--- src/design/ldr_pkg.sv ---
// Shared constants, types and register map of the LVDS deserializer control
package ldr_pkg;

   localparam int CLK_PERIOD_NS = 40;
   localparam int SLOTS         = 9;
   localparam int DATA_BITS     = 7;
   localparam int CHANNELS      = 3;
   localparam int OUT_BITS      = CHANNELS * DATA_BITS;
   localparam int SYNC_W        = 2 * CHANNELS + 2;

   // Slowest acceptable link period; longer means clock lost or too slow
   localparam int LOSS_NS       = 2000;
   localparam int LOSS_CYCLES   = LOSS_NS / CLK_PERIOD_NS;
   localparam int LOCK_PERIODS  = 32800;
   localparam int FREQ_TOL      = 1;

   localparam int CNT_W         = 8;
   localparam int TGT_W         = 12;
   localparam int LOCK_W        = 16;
   localparam int ERR_W         = 16;

   localparam logic [31:0] CTRL_OFFSET   = 32'h0000_0000;
   localparam logic [31:0] STATUS_OFFSET = 32'h0000_0004;
   localparam logic [31:0] PERIOD_OFFSET = 32'h0000_0008;
   localparam logic [31:0] ERRCNT_OFFSET = 32'h0000_000c;
   localparam logic [31:0] CTRL_RESET    = 32'h0000_0000;
   localparam int CTRL_FALLING_BIT = 0;
   localparam int STAT_STATE_LSB   = 0;
   localparam int STAT_CLK_OK_BIT  = 2;
   localparam int STAT_LOCKED_BIT  = 3;
   localparam int STAT_NEG_LSB     = 4;

   // Flag pair as {slot 7, slot 8}
   localparam logic [1:0] FLAG_INVERTED = 2'h2;

   typedef enum logic [1:0] {
      ST_SLEEP  = 2'h0,
      ST_ACQ    = 2'h1,
      ST_LOCKED = 2'h3
   } ldr_state_t;

   typedef struct packed {
      logic [DATA_BITS-1:0] data;
      logic                 flag_err;
      logic                 static_neg;
   } ldr_word_t;

endpackage

--- src/design/ldr_sync.sv ---
// Two-flop synchroniser for pins entering the system clock domain
`timescale 1ns/10ps
`default_nettype none
module ldr_sync #(
   parameter int W = 1
) (
   input  wire logic         i_clk,
   input  wire logic         i_srst,
   input  wire logic [W-1:0] i_d,
   output logic      [W-1:0] o_q
);
   logic [W-1:0] meta;

   always_ff @(posedge i_clk) begin
      if (i_srst) begin
         meta <= '0;
         o_q  <= '0;
      end else begin
         meta <= i_d;
         o_q  <= meta;
      end
   end
endmodule
`default_nettype wire

--- src/design/ldr_chan.sv ---
// One serial channel: collects nine slots and removes the inversion coding
`timescale 1ns/10ps
`default_nettype none
module ldr_chan (
   input  wire logic        i_clk,
   input  wire logic        i_srst,
   input  wire logic        i_start,
   input  wire logic        i_sample,
   input  wire logic        i_last,
   input  wire logic        i_pos,
   input  wire logic        i_neg,
   output var  ldr_pkg::ldr_word_t o_word,
   output logic             o_done
);
   import ldr_pkg::*;

   logic [SLOTS-1:0] bits;
   logic [SLOTS-1:0] next_bits;
   logic [SLOTS-1:0] full;
   logic             all_neg;
   logic             next_all_neg;
   logic             inv;
   ldr_word_t        next_word;
   logic             next_done;

   always_comb begin
      next_bits    = bits;
      next_all_neg = all_neg;
      next_word    = o_word;
      next_done    = 1'b0;
      full         = bits;
      inv          = 1'b0;
      // Closing a cut word may share the cycle that opens the next one
      if (i_sample) begin
         // Slot 0 ends up in bit 0 after nine shifts
         full         = {i_pos & ~i_neg, bits[SLOTS-1:1]};
         next_bits    = full;
         next_all_neg = all_neg & ~i_pos & i_neg;
         if (i_last) begin
            inv = ({full[DATA_BITS], full[DATA_BITS+1]} == FLAG_INVERTED);
            next_word.flag_err   = (full[DATA_BITS] == full[DATA_BITS+1]);
            next_word.static_neg = next_all_neg;
            if (next_all_neg) begin
               next_word.data = '0;
            end else if (inv) begin
               next_word.data = ~full[DATA_BITS-1:0];
            end else begin
               next_word.data = full[DATA_BITS-1:0];
            end
            next_done = 1'b1;
         end
      end
      if (i_start) begin
         next_bits    = '0;
         next_all_neg = 1'b1;
      end
   end

   always_ff @(posedge i_clk) begin
      if (i_srst) begin
         bits    <= '0;
         all_neg <= 1'b0;
         o_word  <= '0;
         o_done  <= 1'b0;
      end else begin
         bits    <= next_bits;
         all_neg <= next_all_neg;
         o_word  <= next_word;
         o_done  <= next_done;
      end
   end
endmodule
`default_nettype wire

--- src/design/ldr_deser.sv ---
// Receive-side control of a three-channel DC-balanced LVDS deserializer
//
// Local design decisions: the register addresses and the AHB-Lite interface to the registers.
`timescale 1ns/10ps
`default_nettype none
module ldr_deser #(
   parameter int P_LOCK_PERIODS = ldr_pkg::LOCK_PERIODS
) (
   input  wire logic                         i_clk,
   input  wire logic                         i_srst,
   input  wire logic                         i_lvds_clock_input,
   input  wire logic [ldr_pkg::CHANNELS-1:0] i_lvds_serial_data_input_p,
   input  wire logic [ldr_pkg::CHANNELS-1:0] i_lvds_serial_data_input_n,
   input  wire logic                         i_output_enable_sleep_n,
   output logic      [ldr_pkg::OUT_BITS-1:0] o_parallel_data_output,
   output logic      [ldr_pkg::OUT_BITS-1:0] o_parallel_data_oe_n,
   output logic                              o_parallel_strobe_output,
   output logic                              o_parallel_strobe_oe_n,
   input  wire logic                         i_hsel,
   input  wire logic [31:0]                  i_haddr,
   input  wire logic [1:0]                   i_htrans,
   input  wire logic                         i_hwrite,
   input  wire logic [2:0]                   i_hsize,
   input  wire logic [31:0]                  i_hwdata,
   input  wire logic                         i_hready,
   output logic                              o_hreadyout,
   output logic                              o_hresp,
   output logic      [31:0]                  o_hrdata
);
   import ldr_pkg::*;

   ////////////////////////////////////////////////////////////////////////
   // Pin synchronisers and link clock edge

   logic [SYNC_W-1:0]   sync_q;
   logic                sleep_s;
   logic                lclk_s;
   logic [CHANNELS-1:0] pos_s;
   logic [CHANNELS-1:0] neg_s;
   logic                lclk_d;
   logic                le;

   ldr_sync #(.W(SYNC_W)) u_sync (
      .i_clk  (i_clk),
      .i_srst (i_srst),
      .i_d    ({i_output_enable_sleep_n, i_lvds_clock_input,
                i_lvds_serial_data_input_p, i_lvds_serial_data_input_n}),
      .o_q    (sync_q)
   );

   assign {sleep_s, lclk_s, pos_s, neg_s} = sync_q;
   assign le = lclk_s & ~lclk_d;

   ////////////////////////////////////////////////////////////////////////
   // Link period measurement, loss detection and slot sampling

   logic [CNT_W-1:0] cnt;
   logic [CNT_W-1:0] next_cnt;
   logic [CNT_W-1:0] period;
   logic [CNT_W-1:0] next_period;
   logic [CNT_W-1:0] meas;
   logic             clk_ok;
   logic             next_clk_ok;
   logic [3:0]       slot;
   logic [3:0]       next_slot;
   logic [TGT_W-1:0] target;
   logic [TGT_W-1:0] next_target;
   logic [TGT_W-1:0] acc;
   logic             clk_lost;
   logic             fchg;
   logic             sample;
   logic             last;

   always_comb begin
      meas        = cnt + CNT_W'(1);
      acc         = TGT_W'(cnt) * TGT_W'(2 * SLOTS);
      clk_lost    = (cnt == CNT_W'(LOSS_CYCLES - 1)) && !le;
      fchg        = le && clk_ok &&
                    ((meas > period + CNT_W'(FREQ_TOL)) ||
                     (meas + CNT_W'(FREQ_TOL) < period));
      // Slot k is taken at the middle of its ninth of the period
      // A period too short for nine samples closes its word at the next edge
      sample      = clk_ok && (slot < 4'(SLOTS)) &&
                    (le || (acc >= target));
      last        = sample && (le || (slot == 4'(SLOTS - 1)));
      next_cnt    = cnt;
      next_period = period;
      next_clk_ok = clk_ok;
      next_slot   = slot;
      next_target = target;
      if (le) begin
         next_cnt    = '0;
         next_period = meas;
         next_clk_ok = 1'b1;
         next_slot   = '0;
         next_target = TGT_W'(meas);
      end else begin
         if (clk_lost) begin
            next_clk_ok = 1'b0;
         end else begin
            next_cnt = cnt + CNT_W'(1);
         end
         if (sample) begin
            next_slot   = slot + 4'h1;
            next_target = target + TGT_W'({period, 1'b0});
         end
      end
   end

   always_ff @(posedge i_clk) begin
      if (i_srst) begin
         lclk_d <= 1'b0;
         cnt    <= '0;
         period <= '0;
         clk_ok <= 1'b0;
         slot   <= '0;
         target <= '0;
      end else begin
         lclk_d <= lclk_s;
         cnt    <= next_cnt;
         period <= next_period;
         clk_ok <= next_clk_ok;
         slot   <= next_slot;
         target <= next_target;
      end
   end

   ////////////////////////////////////////////////////////////////////////
   // Channel decoders, balanced coding only

   ldr_word_t           word [CHANNELS];
   logic [CHANNELS-1:0] done;

   genvar gc;
   generate
      for (gc = 0; gc < CHANNELS; gc++) begin : g_chan
         ldr_chan u_chan (
            .i_clk    (i_clk),
            .i_srst   (i_srst),
            .i_start  (le),
            .i_sample (sample),
            .i_last   (last),
            .i_pos    (pos_s[gc]),
            .i_neg    (neg_s[gc]),
            .o_word   (word[gc]),
            .o_done   (done[gc])
         );
      end
   endgenerate

   ////////////////////////////////////////////////////////////////////////
   // Sleep, lock acquisition and state

   ldr_state_t        state;
   ldr_state_t        next_state;
   logic [LOCK_W-1:0] lock_cnt;
   logic [LOCK_W-1:0] next_lock_cnt;
   logic              relock;
   logic              locked;

   assign relock = clk_lost | fchg;
   assign locked = (state == ST_LOCKED);

   always_comb begin
      next_state    = state;
      next_lock_cnt = lock_cnt;
      case (state)
         ST_SLEEP: begin
            next_lock_cnt = '0;
            if (sleep_s) begin
               next_state = ST_ACQ;
            end
         end
         ST_ACQ: begin
            if (relock) begin
               next_lock_cnt = '0;
            end else if (le) begin
               if (lock_cnt == LOCK_W'(P_LOCK_PERIODS - 1)) begin
                  next_state    = ST_LOCKED;
                  next_lock_cnt = '0;
               end else begin
                  next_lock_cnt = lock_cnt + LOCK_W'(1);
               end
            end
         end
         ST_LOCKED: begin
            if (relock) begin
               next_state    = ST_ACQ;
               next_lock_cnt = '0;
            end
         end
         default: begin
            next_state    = ST_SLEEP;
            next_lock_cnt = '0;
         end
      endcase
      if (!sleep_s) begin
         next_state    = ST_SLEEP;
         next_lock_cnt = '0;
      end
   end

   always_ff @(posedge i_clk) begin
      if (i_srst) begin
         state    <= ST_SLEEP;
         lock_cnt <= '0;
      end else begin
         state    <= next_state;
         lock_cnt <= next_lock_cnt;
      end
   end

   ////////////////////////////////////////////////////////////////////////
   // Parallel outputs and strobe

   logic [OUT_BITS-1:0] data_q;
   logic [OUT_BITS-1:0] next_data;
   logic [OUT_BITS-1:0] dec;
   logic [CNT_W-1:0]    ph_cnt;
   logic [CNT_W-1:0]    next_ph_cnt;
   logic                strobe;
   logic                next_strobe;
   logic                falling;
   logic [CHANNELS-1:0] neg_flags;
   logic [CHANNELS-1:0] next_neg_flags;

   assign dec = {word[2].data, word[1].data, word[0].data};

   always_comb begin
      next_data      = data_q;
      next_ph_cnt    = ph_cnt;
      next_neg_flags = neg_flags;
      if (ph_cnt != {CNT_W{1'b1}}) begin
         next_ph_cnt = ph_cnt + CNT_W'(1);
      end
      if (done[0]) begin
         next_ph_cnt    = '0;
         next_neg_flags = {word[2].static_neg, word[1].static_neg,
                           word[0].static_neg};
      end
      if (!locked || clk_lost) begin
         next_data = '0;
      end else if (done[0]) begin
         next_data = dec;
      end
      // Data changes in the low half for rising strobe, high half for falling
      if (locked) begin
         next_strobe = (ph_cnt >= (period >> 1)) ^ falling;
      end else begin
         next_strobe = 1'b0;
      end
   end

   always_ff @(posedge i_clk) begin
      if (i_srst) begin
         data_q    <= '0;
         ph_cnt    <= '0;
         strobe    <= 1'b0;
         neg_flags <= '0;
      end else begin
         data_q    <= next_data;
         ph_cnt    <= next_ph_cnt;
         strobe    <= next_strobe;
         neg_flags <= next_neg_flags;
      end
   end

   // Pins float only in sleep; the sharing gap is left to the system
   assign o_parallel_data_output   = data_q;
   assign o_parallel_strobe_output = strobe;
   assign o_parallel_data_oe_n     = {OUT_BITS{state == ST_SLEEP}};
   assign o_parallel_strobe_oe_n   = (state == ST_SLEEP);

   ////////////////////////////////////////////////////////////////////////
   // AHB-Lite register slave: zero wait states, always OKAY

   logic [31:0]      ctrl;
   logic [31:0]      next_ctrl;
   logic [ERR_W-1:0] errcnt;
   logic [ERR_W-1:0] next_errcnt;
   logic [ERR_W-1:0] err_inc;
   logic [31:0]      addr_q;
   logic [31:0]      next_addr_q;
   logic             wr_q;
   logic             next_wr_q;
   logic [31:0]      next_rdata;
   logic [31:0]      rd_val;
   logic             take;

   assign take    = i_hsel && i_htrans[1] && i_hready;
   assign falling = ctrl[CTRL_FALLING_BIT];
   assign err_inc = done[0] ? ERR_W'(word[0].flag_err) + ERR_W'(word[1].flag_err)
                            + ERR_W'(word[2].flag_err) : '0;

   always_comb begin
      if (i_haddr == CTRL_OFFSET) begin
         rd_val = ctrl;
      end else if (i_haddr == STATUS_OFFSET) begin
         rd_val = 32'(neg_flags) << STAT_NEG_LSB;
         rd_val[STAT_STATE_LSB +: 2] = state;
         rd_val[STAT_CLK_OK_BIT]     = clk_ok;
         rd_val[STAT_LOCKED_BIT]     = locked;
      end else if (i_haddr == PERIOD_OFFSET) begin
         rd_val = 32'(period);
      end else if (i_haddr == ERRCNT_OFFSET) begin
         rd_val = 32'(errcnt);
      end else begin
         rd_val = '0;
      end
      next_rdata  = (take && !i_hwrite) ? rd_val : o_hrdata;
      next_addr_q = take ? i_haddr : addr_q;
      next_wr_q   = take && i_hwrite;
      next_ctrl   = ctrl;
      next_errcnt = errcnt + err_inc;
      if (wr_q) begin
         if (addr_q == CTRL_OFFSET) begin
            next_ctrl = i_hwdata;
         end else if (addr_q == ERRCNT_OFFSET) begin
            next_errcnt = err_inc;
         end
      end
   end

   always_ff @(posedge i_clk) begin
      if (i_srst) begin
         ctrl     <= CTRL_RESET;
         errcnt   <= '0;
         addr_q   <= '0;
         wr_q     <= 1'b0;
         o_hrdata <= '0;
      end else begin
         ctrl     <= next_ctrl;
         errcnt   <= next_errcnt;
         addr_q   <= next_addr_q;
         wr_q     <= next_wr_q;
         o_hrdata <= next_rdata;
      end
   end

   assign o_hreadyout = 1'b1;
   assign o_hresp     = 1'b0;

endmodule
`default_nettype wire

--- config.mk ---
export PLATFORM = sky130hd
export DESIGN_NAME = ldr_deser
export DESIGN_NICKNAME = d
export VERILOG_FILES = /design/src/design/ldr_pkg.sv /design/src/design/ldr_sync.sv /design/src/design/ldr_chan.sv /design/src/design/ldr_deser.sv
export SDC_FILE = /design/constraint.sdc
export NUM_CORES = 1
export LEC_CHECK = 0
export BUFFER_PORTS_ARGS = -buffer_cell sky130_fd_sc_hd__buf_2
export CORE_MARGIN = 8
export CORE_UTILIZATION = 40
export CTS_CLUSTER_DIAMETER = 30
export DETAILED_ROUTE_END_ITERATION = 12
export GPL_TIMING_DRIVEN = 0
export SYNTH_ARGS = -nofsm -noshare
export SYNTH_HDL_FRONTEND = slang
export SYNTH_SLANG_ARGS = --single-unit
export TNS_END_PERCENT = 20
--- constraint.sdc ---
create_clock -name i_clk -period 4.85 [get_ports i_clk]
set_input_delay 0.7275 -clock i_clk [delete_from_list [all_inputs] [get_ports i_clk]]
set_output_delay 0.7275 -clock i_clk [all_outputs]
set_load 0.02 [all_outputs]
==> impl_metrics.ini <==
[sta]
hold_violations = 0
setup_viol = 0
slew-limit-headroom = 0.448
worst_pin_slew_ps = 821
period_needed_ps = 4330
rsz0062_at_grt = no
period_share = 0.893
final.setup.tns_ps = 0
slew_violations = 0
fin_worst_skew_ps = 22.6
max_freq_mhz = 231
hold_slack_ps = 398

[cells_and_area]
drive_above_1_share = 0.192
diodes = 0
synthToLayoutAreaGrowth_pct = 26.8
finish.utilization = 0.514
multi_input_area_um2 = 6390
register_area_um2 = 5390
fillers = 2856
fin_nets = 1728
final_cells = 2017

[pwr]
p_seq_frac = 0.340
power_mw = 6.69
clkPwrFrac = 0.609
p_int_mw = 5.22
swShare = 0.220
ir_worst_vdd_mv = 0.247
p_switching_mw = 1.47
cellPowerDensity_nw_per_um2 = 425
p_leak_nw = 6.28
pwr-share-comb = 0.051

[cts]
clock-sinks = 269
cts-root-buf = clkbuf_16
postCtsResizedCells = 0
cts_setup_buffers = 0
clk_pin_slew_worst_paths_ps = 50
clk_latency_ps = 550
cts_tree = built
cts-buffers-inserted = 56
htreeDepth = 2
clockBufferDepth = 3
cts-hold-fix-buffers = 0

[route]
routed_wl_um = 32400
drtAntennaViolNets = 0
wl_met1_um = 14600
drc = 0
top_layer_used = met4
drt_iter0_markers = 389
met3WireLength_um = 1920
avgViaCountPerCell = 5.07
routedWlPerCell_um = 16.1
wl_met2_um = 15100
drtPass1Iterations = 4
vias = 10200

[die]
coreArea_um2 = 30600
io_pins = 160
initial_core_util = 0.406
die_area_um2 = 36900
rows = 64
die_x_um = 192
die_height_um = 192

[worst_setup_path]
start_kind = flip-flop
rr_endpoint = target[7]
ff2ff_setup_slack_ps = 520
worstReg2RegStart = cnt[1]
cp_data_required_time_ps = 5270
path_max_fanout = 10
arrival_ps = 4750
r2r_cells = 16
critical_path_class = flip-flop to flip-flop
end_kind = flip-flop

[yosys]
synth_area_leaders = dfxtp_1, mux2i_1, ha_1
synth_nets = 1517
synth.yosys.warnings = 0
synth_top_area_share = 0.434
synth_edf_count = 0
ys_seq_area_frac = 0.434
syn_area_per_cell_um2 = 9.09
ys_ff_latch = 269
yosys_most_used_dff = dfxtp_1
yosysMostFrequentCell = dfxtp_1
async_flop_share = 0
synth_top_cell_by_area = dfxtp_1
synthCells = 1365
netlist_top_cells_count = dfxtp_1, nor2_1, nand2_1
yosys.cell_types.count = 61
syn-cell-area_um2 = 12400

[global_route]
grt_pass1_vias = 10200
grt_first_pass_wirelength_um = 52000
grt_antenna_before_repair = 0
overflow = 0
grt.total_usage = 0.171
grt_max_degree = 23

[hold_path]
hp-class = input port to flip-flop
hold-path-cell-count = 2
hp-start = i_lvds_serial_data_input_n[2]
hold_path_end = u_sync.meta[2]

[job]
max-cap-violations = 0

[place]
dp_cells = 1913
port_buffers = 152
place.detailed.hpwl_um = 24000
gp_congestion = 0.809

[run_status]
status = complete, no violations
-- stage by stage --
step	instance area (um2)	setup WS (ps)
after floorplan	12400	1320
after global placement	13700	654
after detailed placement	13700	523
after CTS	15700	474
after global routing	15700	203
final	15700	520
-- worst max-delay path: stages (launching register included) --
cell,delay (ps)
dfxtp_1,490
ha_1,310
ha_1,240
fa_1,410
a21oi_1,140
nor2_1,50
nor2_1,150
nor2b_1,60
o21ai_0,200
xnor2_1,180
ha_1,310
a41oi_1,220
nand3_1,110
o2111ai_2,450
clkbuf_1,500
o21ai_0,200
o21a_1,200
-- power groups by stage --
stage | Sequential (mW) | Clock [mW] | Combinational, mW
6_report | 2.28 | 4.08 | 0.340
4_1_cts | 2.28 | 4.13 | 0.342
3_3_place_gp | 2.32 | 0 | 0.334
5_1_grt | 2.28 | 4.24 | 0.380
3_5_place_dp | 2.32 | 0 | 0.339
2_1_floorplan | 2.31 | 0 | 0.224
-- placed cells by master (no fill, tap or decap), drive strengths merged, types with 15 or more instances in the layout --
master  instances
xor2           16
nor2b          31
a21oi          78
nand3b         23
o21ai          22
mux2i          83
nor2          208
o31ai          25
nand2         109
buf           202
a22oi          31
nand3          29
and3           15
dfxtp         269
xnor2          65
a211oi         19
clkbuf        116
nor4           17
ha             66
inv            46
-- cell type report --
cell class / count / area share
Sequential cell: 269 / 0.342
Inverter: 44 / 0.0105
Clock inverter: 32 / 0.0325
Clock buffer: 71 / 0.0983
Multi-Input combinational cell: 958 / 0.406
Tap cell: 396 / 0.0315
Buffer: 94 / 0.0301
Timing Repair Buffer: 153 / 0.0491
-- how the worst max path moves through the flow --
stage | start | end | slack [ps]
floorplan | cnt[1] | g_chan[0].u_chan.o_word[4] | 1320
global placement | cnt[1] | target[7] | 650
detailed placement | cnt[1] | target[7] | 520
CTS | cnt[1] | target[7] | 470
global route | cnt[1] | target[7] | 200
finish | cnt[1] | target[7] | 520
-- layer usage --
| metal | vias to the layer above | global-route usage |
|---|---|---|
| met4 | 0 | 0.0561 |
| met2 | 244 | 0.289 |
| li1 | 5139 | - |
| met3 | 56 | 0.0320 |
| met5 | - | 0 |
| met1 | 4796 | 0.215 |
-- logic make-up (layout without fill, tap and decap cells) --
| kind of cell | Yosys count | in the layout | synth area share |
|---|---|---|---|
| adders and majority gates | 70 | 70 | 0.0730 |
| xor gates and xnor gates | 81 | 81 | 0.0572 |
| buffers and inverters | 138 | 394 | 0.0514 |
| muxes | 90 | 90 | 0.0787 |
| DFF | 269 | 269 | 0.434 |
| and+or+nand+nor | 491 | 491 | 0.186 |
| AOI/OAI and AO/OA | 224 | 224 | 0.119 |
| other | 2 | 2 | 0.000605 |
-- registers in the layout, summed over array words and instances, names as in the netlist, 2 cells and up --
register and cells:
g_chan.u_chan.bits 24, g_chan.u_chan.all_neg 3, slot 4, ctrl 32, lock_cnt 16, state 2
g_chan.u_chan.o_word 27, neg_flags 3, u_sync.o_q 8, cnt 8, errcnt 16, u_sync.meta 8
ph_cnt 8, addr_q 32, period 8, target 12, o_parallel_data_output 21, o_hrdata 32
Power figures use the tool's default switching activity.
